## config.mk

```make
export PLATFORM = sky130hd
export DESIGN_NAME = boce_engine
export DESIGN_NICKNAME = d
export VERILOG_FILES = /design/src/rtl/boce_pkg.sv /design/src/rtl/boce_cfg_if.sv /design/src/rtl/boce_engine.sv /design/src/rtl/boce_expand.sv /design/src/rtl/boce_regs.sv
export SDC_FILE = /design/constraint.sdc
export NUM_CORES = 2
export LEC_CHECK = 0
export BUFFER_PORTS_ARGS = -buffer_cell sky130_fd_sc_hd__buf_2
export CAP_MARGIN = 20
export CORE_AREA = 2 2 767 578
export CTS_CLUSTER_DIAMETER = 150
export CTS_CLUSTER_SIZE = 20
export DETAILED_ROUTE_END_ITERATION = 7
export DIE_AREA = 0 0 769 580
export PLACE_DENSITY = 0.45
export SLEW_MARGIN = 20
export SYNTH_ARGS = -nofsm -noshare
export SYNTH_HDL_FRONTEND = slang
export SYNTH_HIERARCHICAL = 1
export SYNTH_SLANG_ARGS = --single-unit
export TNS_END_PERCENT = 5
```

## constraint.sdc

```tcl
create_clock -name pclk -period 8.5 [get_ports pclk]
set_input_delay 1.7 -clock pclk [delete_from_list [all_inputs] [get_ports pclk]]
set_output_delay 1.7 -clock pclk [all_outputs]
set_load 0.02 [all_outputs]
```

## src/rtl/boce_pkg.sv

```systemverilog
// constants shared by the operand and color expansion engine
// assumes one clock domain and a 32-bit apb register bus
package boce_pkg;

  // apb address width and register byte offsets
  localparam int         AW     = 6;
  localparam logic [5:0] A_CTRL = 6'h00;
  localparam logic [5:0] A_STAT = 6'h04;
  localparam logic [5:0] A_SFG  = 6'h08;
  localparam logic [5:0] A_SBG  = 6'h0C;
  localparam logic [5:0] A_PFG  = 6'h10;
  localparam logic [5:0] A_PBG  = 6'h14;
  localparam logic [5:0] A_PADR = 6'h18;
  localparam logic [5:0] A_DADR = 6'h1C;
  localparam logic [5:0] A_DPIT = 6'h20;
  localparam logic [5:0] A_SIZE = 6'h24;
  localparam logic [5:0] A_CLPX = 6'h28;
  localparam logic [5:0] A_CLPY = 6'h2C;
  localparam logic [5:0] A_SADR = 6'h30;
  localparam logic [5:0] A_SPIT = 6'h34;
  localparam int         NREG   = 14;
  localparam logic [31:0] REG_RST = 32'h00000000;

  // control word field positions
  localparam int C_START = 0;
  localparam int C_DEP   = 1;
  localparam int C_OP    = 4;
  localparam int C_SSEL  = 8;
  localparam int C_BITPK = 9;
  localparam int C_PSTR  = 10;
  localparam int C_MST   = 11;
  localparam int C_DRD   = 14;

  // color depth codes
  localparam logic [1:0] D8  = 2'h0;
  localparam logic [1:0] D16 = 2'h1;
  localparam logic [1:0] D32 = 2'h2;

  // operation codes
  localparam logic [2:0] OP_COPY  = 3'h0;
  localparam logic [2:0] OP_MONO  = 3'h1;
  localparam logic [2:0] OP_GLYPH = 3'h2;
  localparam logic [2:0] OP_PCOL  = 3'h3;
  localparam logic [2:0] OP_PMONO = 3'h4;

  // pattern storage sizes in words
  localparam int         PAT_WORDS  = 64;
  localparam logic [6:0] PW_BASE    = 7'h10;
  localparam logic [6:0] PW_MONO    = 7'h02;
  localparam int         PAT_LSB    = 3;

  // pixel mask for a color depth
  function automatic logic [31:0] boce_pmask(input logic [1:0] d);
    case (d)
      D8:      boce_pmask = 32'h000000FF;
      D16:     boce_pmask = 32'h0000FFFF;
      default: boce_pmask = 32'hFFFFFFFF;
    endcase
  endfunction : boce_pmask

endpackage : boce_pkg

```

## src/rtl/boce_cfg_if.sv

```systemverilog
// configuration and status between register file and engine
// assumes both ends on the same clock
`timescale 1ns/10ps
`default_nettype none
interface boce_cfg_if;
  logic [31:0] ctrl;
  logic [31:0] sfg;
  logic [31:0] sbg;
  logic [31:0] pfg;
  logic [31:0] pbg;
  logic [31:0] padr;
  logic [31:0] dadr;
  logic [31:0] dpit;
  logic [31:0] size;
  logic [31:0] clpx;
  logic [31:0] clpy;
  logic [31:0] sadr;
  logic [31:0] spit;
  logic        start;
  logic        busy;
  logic [15:0] line;
  modport regs (output ctrl, sfg, sbg, pfg, pbg, padr, dadr, dpit, size,
                output clpx, clpy, sadr, spit, start, input busy, line);
  modport core (input ctrl, sfg, sbg, pfg, pbg, padr, dadr, dpit, size,
                input clpx, clpy, sadr, spit, start, output busy, line);
endinterface : boce_cfg_if
`default_nettype wire

```

## src/rtl/boce_engine.sv

```systemverilog
// operand fetch and color expansion engine for block transfers
// assumes apb on pclk, a same-clock command stream and a held-request memory port
// Operation
// - opcode selects color or one-bit monochrome source.
// - monochrome bits become one, two or four byte pixels by depth.
// - source bit one gives foreground, zero gives background.
// - source expansion colors come from two software registers.
// - three-bit start field locates first valid bit of each byte-packed line, and of only the first line when bit packed.
// - text lines may be byte packed or bit packed.
// - glyph drawing clips against x and y rectangle.
// - every pattern is an 8x8 pixel block.
// - color patterns from memory or stream; mono patterns from stream.
// - pattern layout follows 8, 16, 32 bpp depth or mono.
// - low three pattern address bits are ignored.
// - mono pattern is one quadword from the stream.
// - pattern bit one gives pattern foreground, zero background.
// - destination only read and written at configured depth.
// - first destination from address register, direct memory access.
// - lines advance by programmed destination pitch.
// - source select picks memory or stream for color source.
`timescale 1ns/10ps
`default_nettype none
module boce_engine
(
  // clock and reset
  input  wire logic                   pclk,
  input  wire logic                   presetn,
  // apb slave
  input  wire logic                   psel,
  input  wire logic                   penable,
  input  wire logic                   pwrite,
  input  wire logic [boce_pkg::AW-1:0] paddr,
  input  wire logic [31:0]            pwdata,
  output logic [31:0]                 prdata,
  output logic                        pready,
  output logic                        pslverr,
  // command stream immediates
  input  wire logic                   cmd_valid,
  input  wire logic [31:0]            cmd_data,
  output logic                        cmd_ready,
  // graphics memory port
  output logic                        mem_req,
  output logic                        mem_we,
  output logic [31:0]                 mem_addr,
  output logic [31:0]                 mem_wdata,
  output logic [1:0]                  mem_size,
  input  wire logic                   mem_ack,
  input  wire logic [31:0]            mem_rdata,
  // engine state
  output logic                        busy
);
  import boce_pkg::*;

  typedef enum logic [2:0] {S_IDLE, S_PLOAD, S_LINE, S_SRC, S_PAT, S_DST, S_WR} boce_state_t;

  boce_cfg_if cfg ();
  boce_state_t state;
  logic [15:0] x;
  logic [15:0] y;
  logic [31:0] line_addr;
  logic [31:0] src_line;
  logic [31:0] word;
  logic        wvalid;
  logic [4:0]  bitpos;
  logic [1:0]  bytepos;
  logic [6:0]  pcnt;
  logic [31:0] pat_mem [0:PAT_WORDS-1];
  logic        sbit;
  logic        pbit;
  logic [31:0] spix;
  logic [31:0] ppix;
  logic [31:0] dpix;
  logic [31:0] sexp;
  logic [31:0] pexp;

  // register file
  boce_regs u_regs (
    .pclk    (pclk),
    .presetn (presetn),
    .psel    (psel),
    .penable (penable),
    .pwrite  (pwrite),
    .paddr   (paddr),
    .pwdata  (pwdata),
    .prdata  (prdata),
    .pready  (pready),
    .pslverr (pslverr),
    .cfg     (cfg)
  );

  // control field decode
  wire [1:0]  dep    = cfg.ctrl[C_DEP+:2];
  wire [2:0]  op     = cfg.ctrl[C_OP+:3];
  wire        ssel   = cfg.ctrl[C_SSEL];
  wire        bitpk  = cfg.ctrl[C_BITPK];
  wire        pstr   = cfg.ctrl[C_PSTR];
  wire [2:0]  mst    = cfg.ctrl[C_MST+:3];
  wire        drd    = cfg.ctrl[C_DRD];
  wire [15:0] width  = cfg.size[15:0];
  wire [15:0] height = cfg.size[31:16];
  wire [31:0] pmask  = boce_pmask(dep);
  wire        mono_s = (op == OP_MONO) || (op == OP_GLYPH);
  wire        use_pat = (op == OP_PCOL) || (op == OP_PMONO);
  wire        pmono  = (op == OP_PMONO);
  wire        p_imm  = pmono || pstr;
  wire        s_imm  = mono_s || ssel;

  // stream handshake
  assign cmd_ready = (state == S_PLOAD) || ((state == S_SRC) && s_imm && !wvalid);
  wire take = cmd_valid && cmd_ready;
  wire macc = mem_req && mem_ack;

  // pixel addressing at the configured depth
  wire [31:0] xoff    = 32'({16'h0000, x} << dep);
  wire [31:0] dst_adr = line_addr + xoff;
  wire [31:0] src_adr = src_line + xoff;
  wire [7:0]  pat_off = 8'({2'b00, y[2:0], x[2:0]} << dep);
  wire [31:0] pat_adr = {cfg.padr[31:PAT_LSB], 3'b000} + {24'h000000, pat_off};
  wire [6:0]  plen    = pmono ? PW_MONO : 7'(PW_BASE << dep);
  wire [2:0]  bpb     = 3'(3'h1 << dep);
  wire [2:0]  nbyte   = {1'b0, bytepos} + bpb;
  wire [31:0] cpix    = (word >> {bytepos, 3'b000}) & pmask;
  wire        mbit    = word[{bitpos[4:3], ~bitpos[2:0]}];
  wire [31:0] pword   = pat_mem[pat_off[7:2]];
  wire [31:0] pcpix   = (pword >> {pat_off[1:0], 3'b000}) & pmask;
  wire [31:0] mrow    = pat_mem[{5'h00, y[2]}];
  wire        pmbit   = mrow[{y[1:0], ~x[2:0]}];
  wire [5:0]  al6     = ({1'b0, bitpos} + 6'h0F) & 6'h30;

  // clip rectangle for glyph drawing
  wire in_x    = (x >= cfg.clpx[15:0]) && (x < cfg.clpx[31:16]);
  wire in_y    = (y >= cfg.clpy[15:0]) && (y < cfg.clpy[31:16]);
  wire clip_ok = (op != OP_GLYPH) || (in_x && in_y);

  // output pixel selection, destination kept for transparent zeros
  wire        fbit  = use_pat ? pbit : sbit;
  wire        expd  = mono_s || pmono;
  wire [31:0] colr  = use_pat ? (pmono ? pexp : ppix) : (mono_s ? sexp : spix);
  wire [31:0] wval  = (drd && expd && !fbit) ? dpix : colr;
  wire        eol   = (x + 16'h0001) == width;
  wire        last  = eol && ((y + 16'h0001) == height);
  wire        step  = (state == S_WR) && (!clip_ok || macc);
  wire        after = drd ? 1'b1 : 1'b0;

  // color expanders for source and pattern
  boce_expand u_sexp (
    .depth  (dep),
    .bit_in (sbit),
    .fg     (cfg.sfg),
    .bg     (cfg.sbg),
    .color  (sexp)
  );
  boce_expand u_pexp (
    .depth  (dep),
    .bit_in (pbit),
    .fg     (cfg.pfg),
    .bg     (cfg.pbg),
    .color  (pexp)
  );

  assign busy     = (state != S_IDLE);
  assign cfg.busy = busy;
  assign cfg.line = y;
  assign mem_size = dep;

  // pixel and line counters with address stepping
  always_ff @(posedge pclk or negedge presetn)
  begin
    if (!presetn)
    begin
      x         <= 16'h0000;
      y         <= 16'h0000;
      line_addr <= 32'h00000000;
      src_line  <= 32'h00000000;
    end
    else if (state == S_IDLE && cfg.start)
    begin
      x         <= 16'h0000;
      y         <= 16'h0000;
      line_addr <= cfg.dadr;
      src_line  <= cfg.sadr;
    end
    else if (step)
    begin
      x <= eol ? 16'h0000 : x + 16'h0001;
      if (eol)
      begin
        y         <= y + 16'h0001;
        line_addr <= line_addr + cfg.dpit;
        src_line  <= src_line + cfg.spit;
      end
    end
  end

  // pattern storage loaded from the stream
  always_ff @(posedge pclk)
  begin
    if (state == S_PLOAD && take)
      pat_mem[pcnt[5:0]] <= cmd_data;
  end

  // operand sequencer
  always_ff @(posedge pclk or negedge presetn)
  begin
    if (!presetn)
    begin
      state     <= S_IDLE;
      word      <= 32'h00000000;
      wvalid    <= 1'b0;
      bitpos    <= 5'h00;
      bytepos   <= 2'h0;
      pcnt      <= 7'h00;
      sbit      <= 1'b0;
      pbit      <= 1'b0;
      spix      <= 32'h00000000;
      ppix      <= 32'h00000000;
      dpix      <= 32'h00000000;
      mem_req   <= 1'b0;
      mem_we    <= 1'b0;
      mem_addr  <= 32'h00000000;
      mem_wdata <= 32'h00000000;
    end
    else
    begin
      case (state)
        S_IDLE:
        begin
          wvalid <= 1'b0;
          bitpos <= 5'h00;
          pcnt   <= 7'h00;
          if (cfg.start && width != 16'h0000 && height != 16'h0000)
            state <= (use_pat && p_imm) ? S_PLOAD : S_LINE;
        end
        S_PLOAD:
        begin
          if (take)
          begin
            pcnt <= pcnt + 7'h01;
            if (pcnt == plen - 7'h01)
              state <= S_LINE;
          end
        end
        S_LINE:
        begin
          bytepos <= 2'h0;
          if (mono_s && (!bitpk || y == 16'h0000))
          begin
            // realign to the next 16-bit word, then skip to the start pixel
            if (al6 == 6'h20 || !wvalid)
            begin
              wvalid <= 1'b0;
              bitpos <= {2'b00, mst};
            end
            else
              bitpos <= {al6[4], 1'b0, mst};
          end
          else if (!mono_s)
            wvalid <= 1'b0;
          state <= use_pat ? S_PAT : S_SRC;
        end
        S_SRC:
        begin
          if (s_imm)
          begin
            if (take)
            begin
              word   <= cmd_data;
              wvalid <= 1'b1;
            end
            else if (wvalid && mono_s)
            begin
              sbit   <= mbit;
              bitpos <= bitpos + 5'h01;
              wvalid <= (bitpos != 5'h1F);
              state  <= after ? S_DST : S_WR;
            end
            else if (wvalid)
            begin
              spix    <= cpix;
              bytepos <= nbyte[1:0];
              wvalid  <= !nbyte[2];
              state   <= after ? S_DST : S_WR;
            end
          end
          else if (!mem_req)
          begin
            mem_req  <= 1'b1;
            mem_we   <= 1'b0;
            mem_addr <= src_adr;
          end
          else if (mem_ack)
          begin
            mem_req <= 1'b0;
            spix    <= mem_rdata & pmask;
            state   <= after ? S_DST : S_WR;
          end
        end
        S_PAT:
        begin
          if (p_imm)
          begin
            ppix  <= pcpix;
            pbit  <= pmbit;
            state <= after ? S_DST : S_WR;
          end
          else if (!mem_req)
          begin
            mem_req  <= 1'b1;
            mem_we   <= 1'b0;
            mem_addr <= pat_adr;
          end
          else if (mem_ack)
          begin
            mem_req <= 1'b0;
            ppix    <= mem_rdata & pmask;
            state   <= after ? S_DST : S_WR;
          end
        end
        S_DST:
        begin
          if (!mem_req)
          begin
            mem_req  <= 1'b1;
            mem_we   <= 1'b0;
            mem_addr <= dst_adr;
          end
          else if (mem_ack)
          begin
            mem_req <= 1'b0;
            dpix    <= mem_rdata & pmask;
            state   <= S_WR;
          end
        end
        S_WR:
        begin
          if (clip_ok && !mem_req)
          begin
            mem_req   <= 1'b1;
            mem_we    <= 1'b1;
            mem_addr  <= dst_adr;
            mem_wdata <= wval;
          end
          else if (macc)
          begin
            mem_req <= 1'b0;
            mem_we  <= 1'b0;
          end
          if (step)
            state <= last ? S_IDLE : eol ? S_LINE : use_pat ? S_PAT : S_SRC;
        end
        default: state <= S_IDLE;
      endcase
    end
  end

  // checks of the expansion and addressing behaviour
  property p_src_exp;
    @(posedge pclk) disable iff (!presetn)
    (state == S_WR && mem_req && mem_we && op == OP_MONO && !drd)
      |-> mem_wdata == ((sbit ? cfg.sfg : cfg.sbg) & pmask);
  endproperty
  a_src_exp: assert property (p_src_exp) else $error("source expansion color wrong");

  property p_pat_exp;
    @(posedge pclk) disable iff (!presetn)
    (state == S_WR && mem_req && mem_we && pmono && !drd)
      |-> mem_wdata == ((pbit ? cfg.pfg : cfg.pbg) & pmask);
  endproperty
  a_pat_exp: assert property (p_pat_exp) else $error("pattern expansion color wrong");

  property p_clip;
    @(posedge pclk) disable iff (!presetn)
    (mem_req && mem_we && op == OP_GLYPH && !$past(mem_req)) |-> $past(in_x && in_y);
  endproperty
  a_clip: assert property (p_clip) else $error("glyph write outside clip");

  property p_depth;
    @(posedge pclk) disable iff (!presetn)
    (mem_req && mem_we && dep == D8) |-> mem_wdata[31:8] == 24'h000000;
  endproperty
  a_depth: assert property (p_depth) else $error("write wider than depth");

  property p_pitch;
    @(posedge pclk) disable iff (!presetn)
    (step && eol && !last) |=> line_addr == $past(line_addr) + $past(cfg.dpit);
  endproperty
  a_pitch: assert property (p_pitch) else $error("line advance not by pitch");

  property p_first;
    @(posedge pclk) disable iff (!presetn)
    (state == S_IDLE && cfg.start) |=> line_addr == $past(cfg.dadr);
  endproperty
  a_first: assert property (p_first) else $error("first line address wrong");

  property p_mst;
    @(posedge pclk) disable iff (!presetn)
    (state == S_LINE && mono_s && !bitpk) |=> (bitpos[3:0] == {1'b0, $past(mst)});
  endproperty
  a_mst: assert property (p_mst) else $error("line start offset lost");

  property p_bitpk;
    @(posedge pclk) disable iff (!presetn)
    (state == S_LINE && mono_s && bitpk && y != 16'h0000) |=> bitpos == $past(bitpos);
  endproperty
  a_bitpk: assert property (p_bitpk) else $error("bit packed line realigned");

  property p_patadr;
    @(posedge pclk) disable iff (!presetn)
    (state == S_PAT && mem_req) |-> mem_addr[2:0] == $past(pat_off[2:0], 1);
  endproperty
  a_patadr: assert property (p_patadr) else $error("pattern address low bits used");

  property p_ssel;
    @(posedge pclk) disable iff (!presetn)
    (state == S_SRC && s_imm) |-> !mem_req;
  endproperty
  a_ssel: assert property (p_ssel) else $error("immediate source read from memory");

  property p_mload;
    @(posedge pclk) disable iff (!presetn)
    (state == S_PLOAD && pmono && take && pcnt == 7'h01) |=> state == S_LINE;
  endproperty
  a_mload: assert property (p_mload) else $error("mono pattern not one quadword");

  // main scenarios
  c_glyph: cover property (@(posedge pclk) disable iff (!presetn) step && last && op == OP_GLYPH);
  c_pmono: cover property (@(posedge pclk) disable iff (!presetn) step && last && pmono);
  c_copy:  cover property (@(posedge pclk) disable iff (!presetn) step && last && op == OP_COPY && !ssel);
endmodule : boce_engine
`default_nettype wire

```

## src/rtl/boce_expand.sv

```systemverilog
// one-bit to color pixel expander
// assumes depth and colors are stable while used
`timescale 1ns/10ps
`default_nettype none
module boce_expand
(
  // expansion inputs
  input  wire logic [1:0]  depth,
  input  wire logic        bit_in,
  input  wire logic [31:0] fg,
  input  wire logic [31:0] bg,
  // expanded pixel
  output logic [31:0]      color
);
  import boce_pkg::*;

  // pick foreground for one, background for zero, trimmed to depth
  assign color = (bit_in ? fg : bg) & boce_pmask(depth);
endmodule : boce_expand
`default_nettype wire

```

## src/rtl/boce_regs.sv

```systemverilog
// apb register file of the expansion engine
// assumes zero-wait apb master on pclk
`timescale 1ns/10ps
`default_nettype none
module boce_regs
(
  // clock and reset
  input  wire logic                   pclk,
  input  wire logic                   presetn,
  // apb slave
  input  wire logic                   psel,
  input  wire logic                   penable,
  input  wire logic                   pwrite,
  input  wire logic [boce_pkg::AW-1:0] paddr,
  input  wire logic [31:0]            pwdata,
  output logic [31:0]                 prdata,
  output logic                        pready,
  output logic                        pslverr,
  // engine side
  boce_cfg_if.regs                    cfg
);
  import boce_pkg::*;

  logic [31:0] rf [0:NREG-1];
  wire  [3:0]  idx    = paddr[5:2];
  wire         mapped = (paddr[1:0] == 2'h0) && (idx < 4'(NREG));
  wire         is_st  = (paddr == A_STAT);
  wire         acc    = psel && penable;
  wire         wr_ok  = acc && pwrite && mapped && !is_st && !cfg.busy;
  wire  [31:0] stat   = {cfg.line, 15'h0000, cfg.busy};
  wire  [31:0] rd_val = !mapped ? 32'h00000000 : is_st ? stat : rf[idx];

  // zero wait; errors for unmapped or for writes other than status while busy
  assign pready  = 1'b1;
  assign pslverr = acc && (!mapped || (pwrite && !is_st && cfg.busy));

  // register array and start pulse
  always_ff @(posedge pclk or negedge presetn)
  begin
    if (!presetn)
    begin
      for (int i = 0; i < NREG; i++)
        rf[i] <= REG_RST;
      cfg.start <= 1'b0;
      prdata    <= 32'h00000000;
    end
    else
    begin
      cfg.start <= wr_ok && (paddr == A_CTRL) && pwdata[C_START];
      if (wr_ok)
        rf[idx] <= (paddr == A_CTRL) ? (pwdata & ~32'h00000001) : pwdata;
      if (psel && !penable)
        prdata <= rd_val;
    end
  end

  // configuration fields toward the engine
  assign cfg.ctrl = rf[A_CTRL[5:2]];
  assign cfg.sfg  = rf[A_SFG[5:2]];
  assign cfg.sbg  = rf[A_SBG[5:2]];
  assign cfg.pfg  = rf[A_PFG[5:2]];
  assign cfg.pbg  = rf[A_PBG[5:2]];
  assign cfg.padr = rf[A_PADR[5:2]];
  assign cfg.dadr = rf[A_DADR[5:2]];
  assign cfg.dpit = rf[A_DPIT[5:2]];
  assign cfg.size = rf[A_SIZE[5:2]];
  assign cfg.clpx = rf[A_CLPX[5:2]];
  assign cfg.clpy = rf[A_CLPY[5:2]];
  assign cfg.sadr = rf[A_SADR[5:2]];
  assign cfg.spit = rf[A_SPIT[5:2]];
endmodule : boce_regs
`default_nettype wire

```

==> out/summary.txt <==
total track usage = 21.9%
Worst-Margin Slew = 1.37 ns
setup TNS = 0 ns
# DRC = 0
Hold WS = 0.382 ns
WL per Instance = 32.8 um
crit start category = flop
Clk Latency, worst-skew pair = 0.93 ns
clock buffer depth = 4
LEAKAGE = 50.5 nW
Detail Route Antenna Nets = 0
clock root cell = clkbuf_16
Largest register FFs = 2048
net count after synthesis = 10200
final setup violation count = 0
worst reg-to-reg path cell count = 16
Fin Clk Skew = 0.109 ns
Post-CTS Setup Bufs = 0
Critical R2R Launch = u_regs/cfg.ctrl[2]
# rows = 211
Min-Delay Path Depth = 0
# IOs = 213
setup slack, reg-to-reg = 2.69 ns
YS warnings = 6
Via density = 5.51
largest net degree at the start of global routing = 146
Num CTS Buffers = 164
die area = 0.446 mm2
Core Region = 0.439 mm2
outcome = complete, no violations
Post-CTS Resized = 0
Worst slew margin = 5.92%
initial cell density of the core = 29.9%
most common cell after layout, fill and taps aside = edfxtp_1
commonest cells after routing, fill and taps aside = 2048 x edfxtp_1, 1487 x nand2_1, 783 x dfrtp_1
synthesized area = 0.131 mm2
area post-placement = 0.136 mm2
Synth Area per Inst = 13.2 um2
cell count after synthesis = 9928
Final Hold Fails = 0
DR iter-0 viols = 10800
crit end category = output pin
path type of the worst min-delay path = reg -> reg
routed via count = 85100
htree depth = 4
Power Density = 207 mW/mm2
Die Y = 580 um
Critical Path RT = 6.80 ns
Area growth, synth to finish = 7.49%
clk slew on worst S/H paths = 0.09 ns
max-slew violations = 0
Setup CP Type = reg -> out
Final GP Congestion = 0.908
fmax = 171 MHz
grt total ovfl = 0
worst hold endpoint = u_regs/rf[401]
vias in the first global route = 81200
Final min period = 5.86 ns
CTS Hold Bufs = 0
post-DP HPWL = 330000 um
share of cells above drive strength 1 = 16.6%
first-pass GRT wire length = 692000 um
count of port buffers added during placement = 211
final layout net count = 9780
period utilisation layout = 69.0%
RSZ-0062 raised after global routing = no
FF-to-FF End = mem_addr[26]
drt pass-1 iters = 6
CP max FO = 77
Peak VDD IR = 152 uV
Final Instance Area = 0.141 mm2
Overall Power = 29.2 mW
MaxCap Viol Count = 0
Hold Crit Start = u_regs/rf[401]
Die W = 769 um
Finished Core Util = 32.1%
clock sink count = 2839
total of fill cells in the finished design = 43500
CTS tree = yes
critical path arrival = 4.16 ns
antenna violations before repair = 61
WL final = 506000 um
## per-layer routing
layer | vias up | routed length (um) | global-route usage [%]
met5 | - | 323 | 0.460
met4 | 6 | 11000 | 4.42
met3 | 478 | 43500 | 4.44
met2 | 3678 | 215000 | 31.9
met1 | 45200 | 237000 | 33.5
li1 | 35700 | - | -
## metrics by stage
stage	worst slack [ns]	std cells
4_1_cts	2.65	15400
3_5_place_dp	2.77	15200
5_1_grt	2.41	15400
6_report	2.64	15400
3_3_place_gp	2.79	15200
2_1_floorplan	3.63	9928
## where the power goes
group / internal, mW / switching, mW
Clock: 3.61 / 4.82
Sequential: 15.2 / 0.396
Combinational: 1.65 / 3.51
Total: 20.4 / 8.73
## worst max-delay path by stage
stage	start	to	depth (start not counted)
final	u_regs/cfg.ctrl[5]	cmd_ready	7
after global routing	u_regs/cfg.ctrl[5]	cmd_ready	7
after CTS	u_regs/cfg.ctrl[5]	cmd_ready	7
after detailed placement	u_regs/cfg.ctrl[2]	ppix[2]	11
after global placement	paddr[2]	pslverr	6
after floorplan	paddr[4]	pslverr	7
## worst max-delay path, cell delays in order, from the launching register on
cell	delay [ns]
dfrtp_4	0.99
buf_4	0.70
xnor2_1	0.12
nor2_1	0.46
nor2_2	0.07
o21ai_0	0.14
and3b_1	0.30
buf_2	0.34
## cell type report
class | count | area, um2 | area share [%]
inverters | 111 | 447 | 0.317
flip-flops and latches | 2839 | 81300 | 57.7
clock buffers | 213 | 4330 | 3.08
diodes | 15 | 37.5 | 0.0267
well taps | 5857 | 7330 | 5.20
multi-input cells | 5919 | 43900 | 31.2
clock inverters | 12 | 163 | 0.116
repair buffers | 475 | 3290 | 2.33
(Power assumes the default switching activity.)
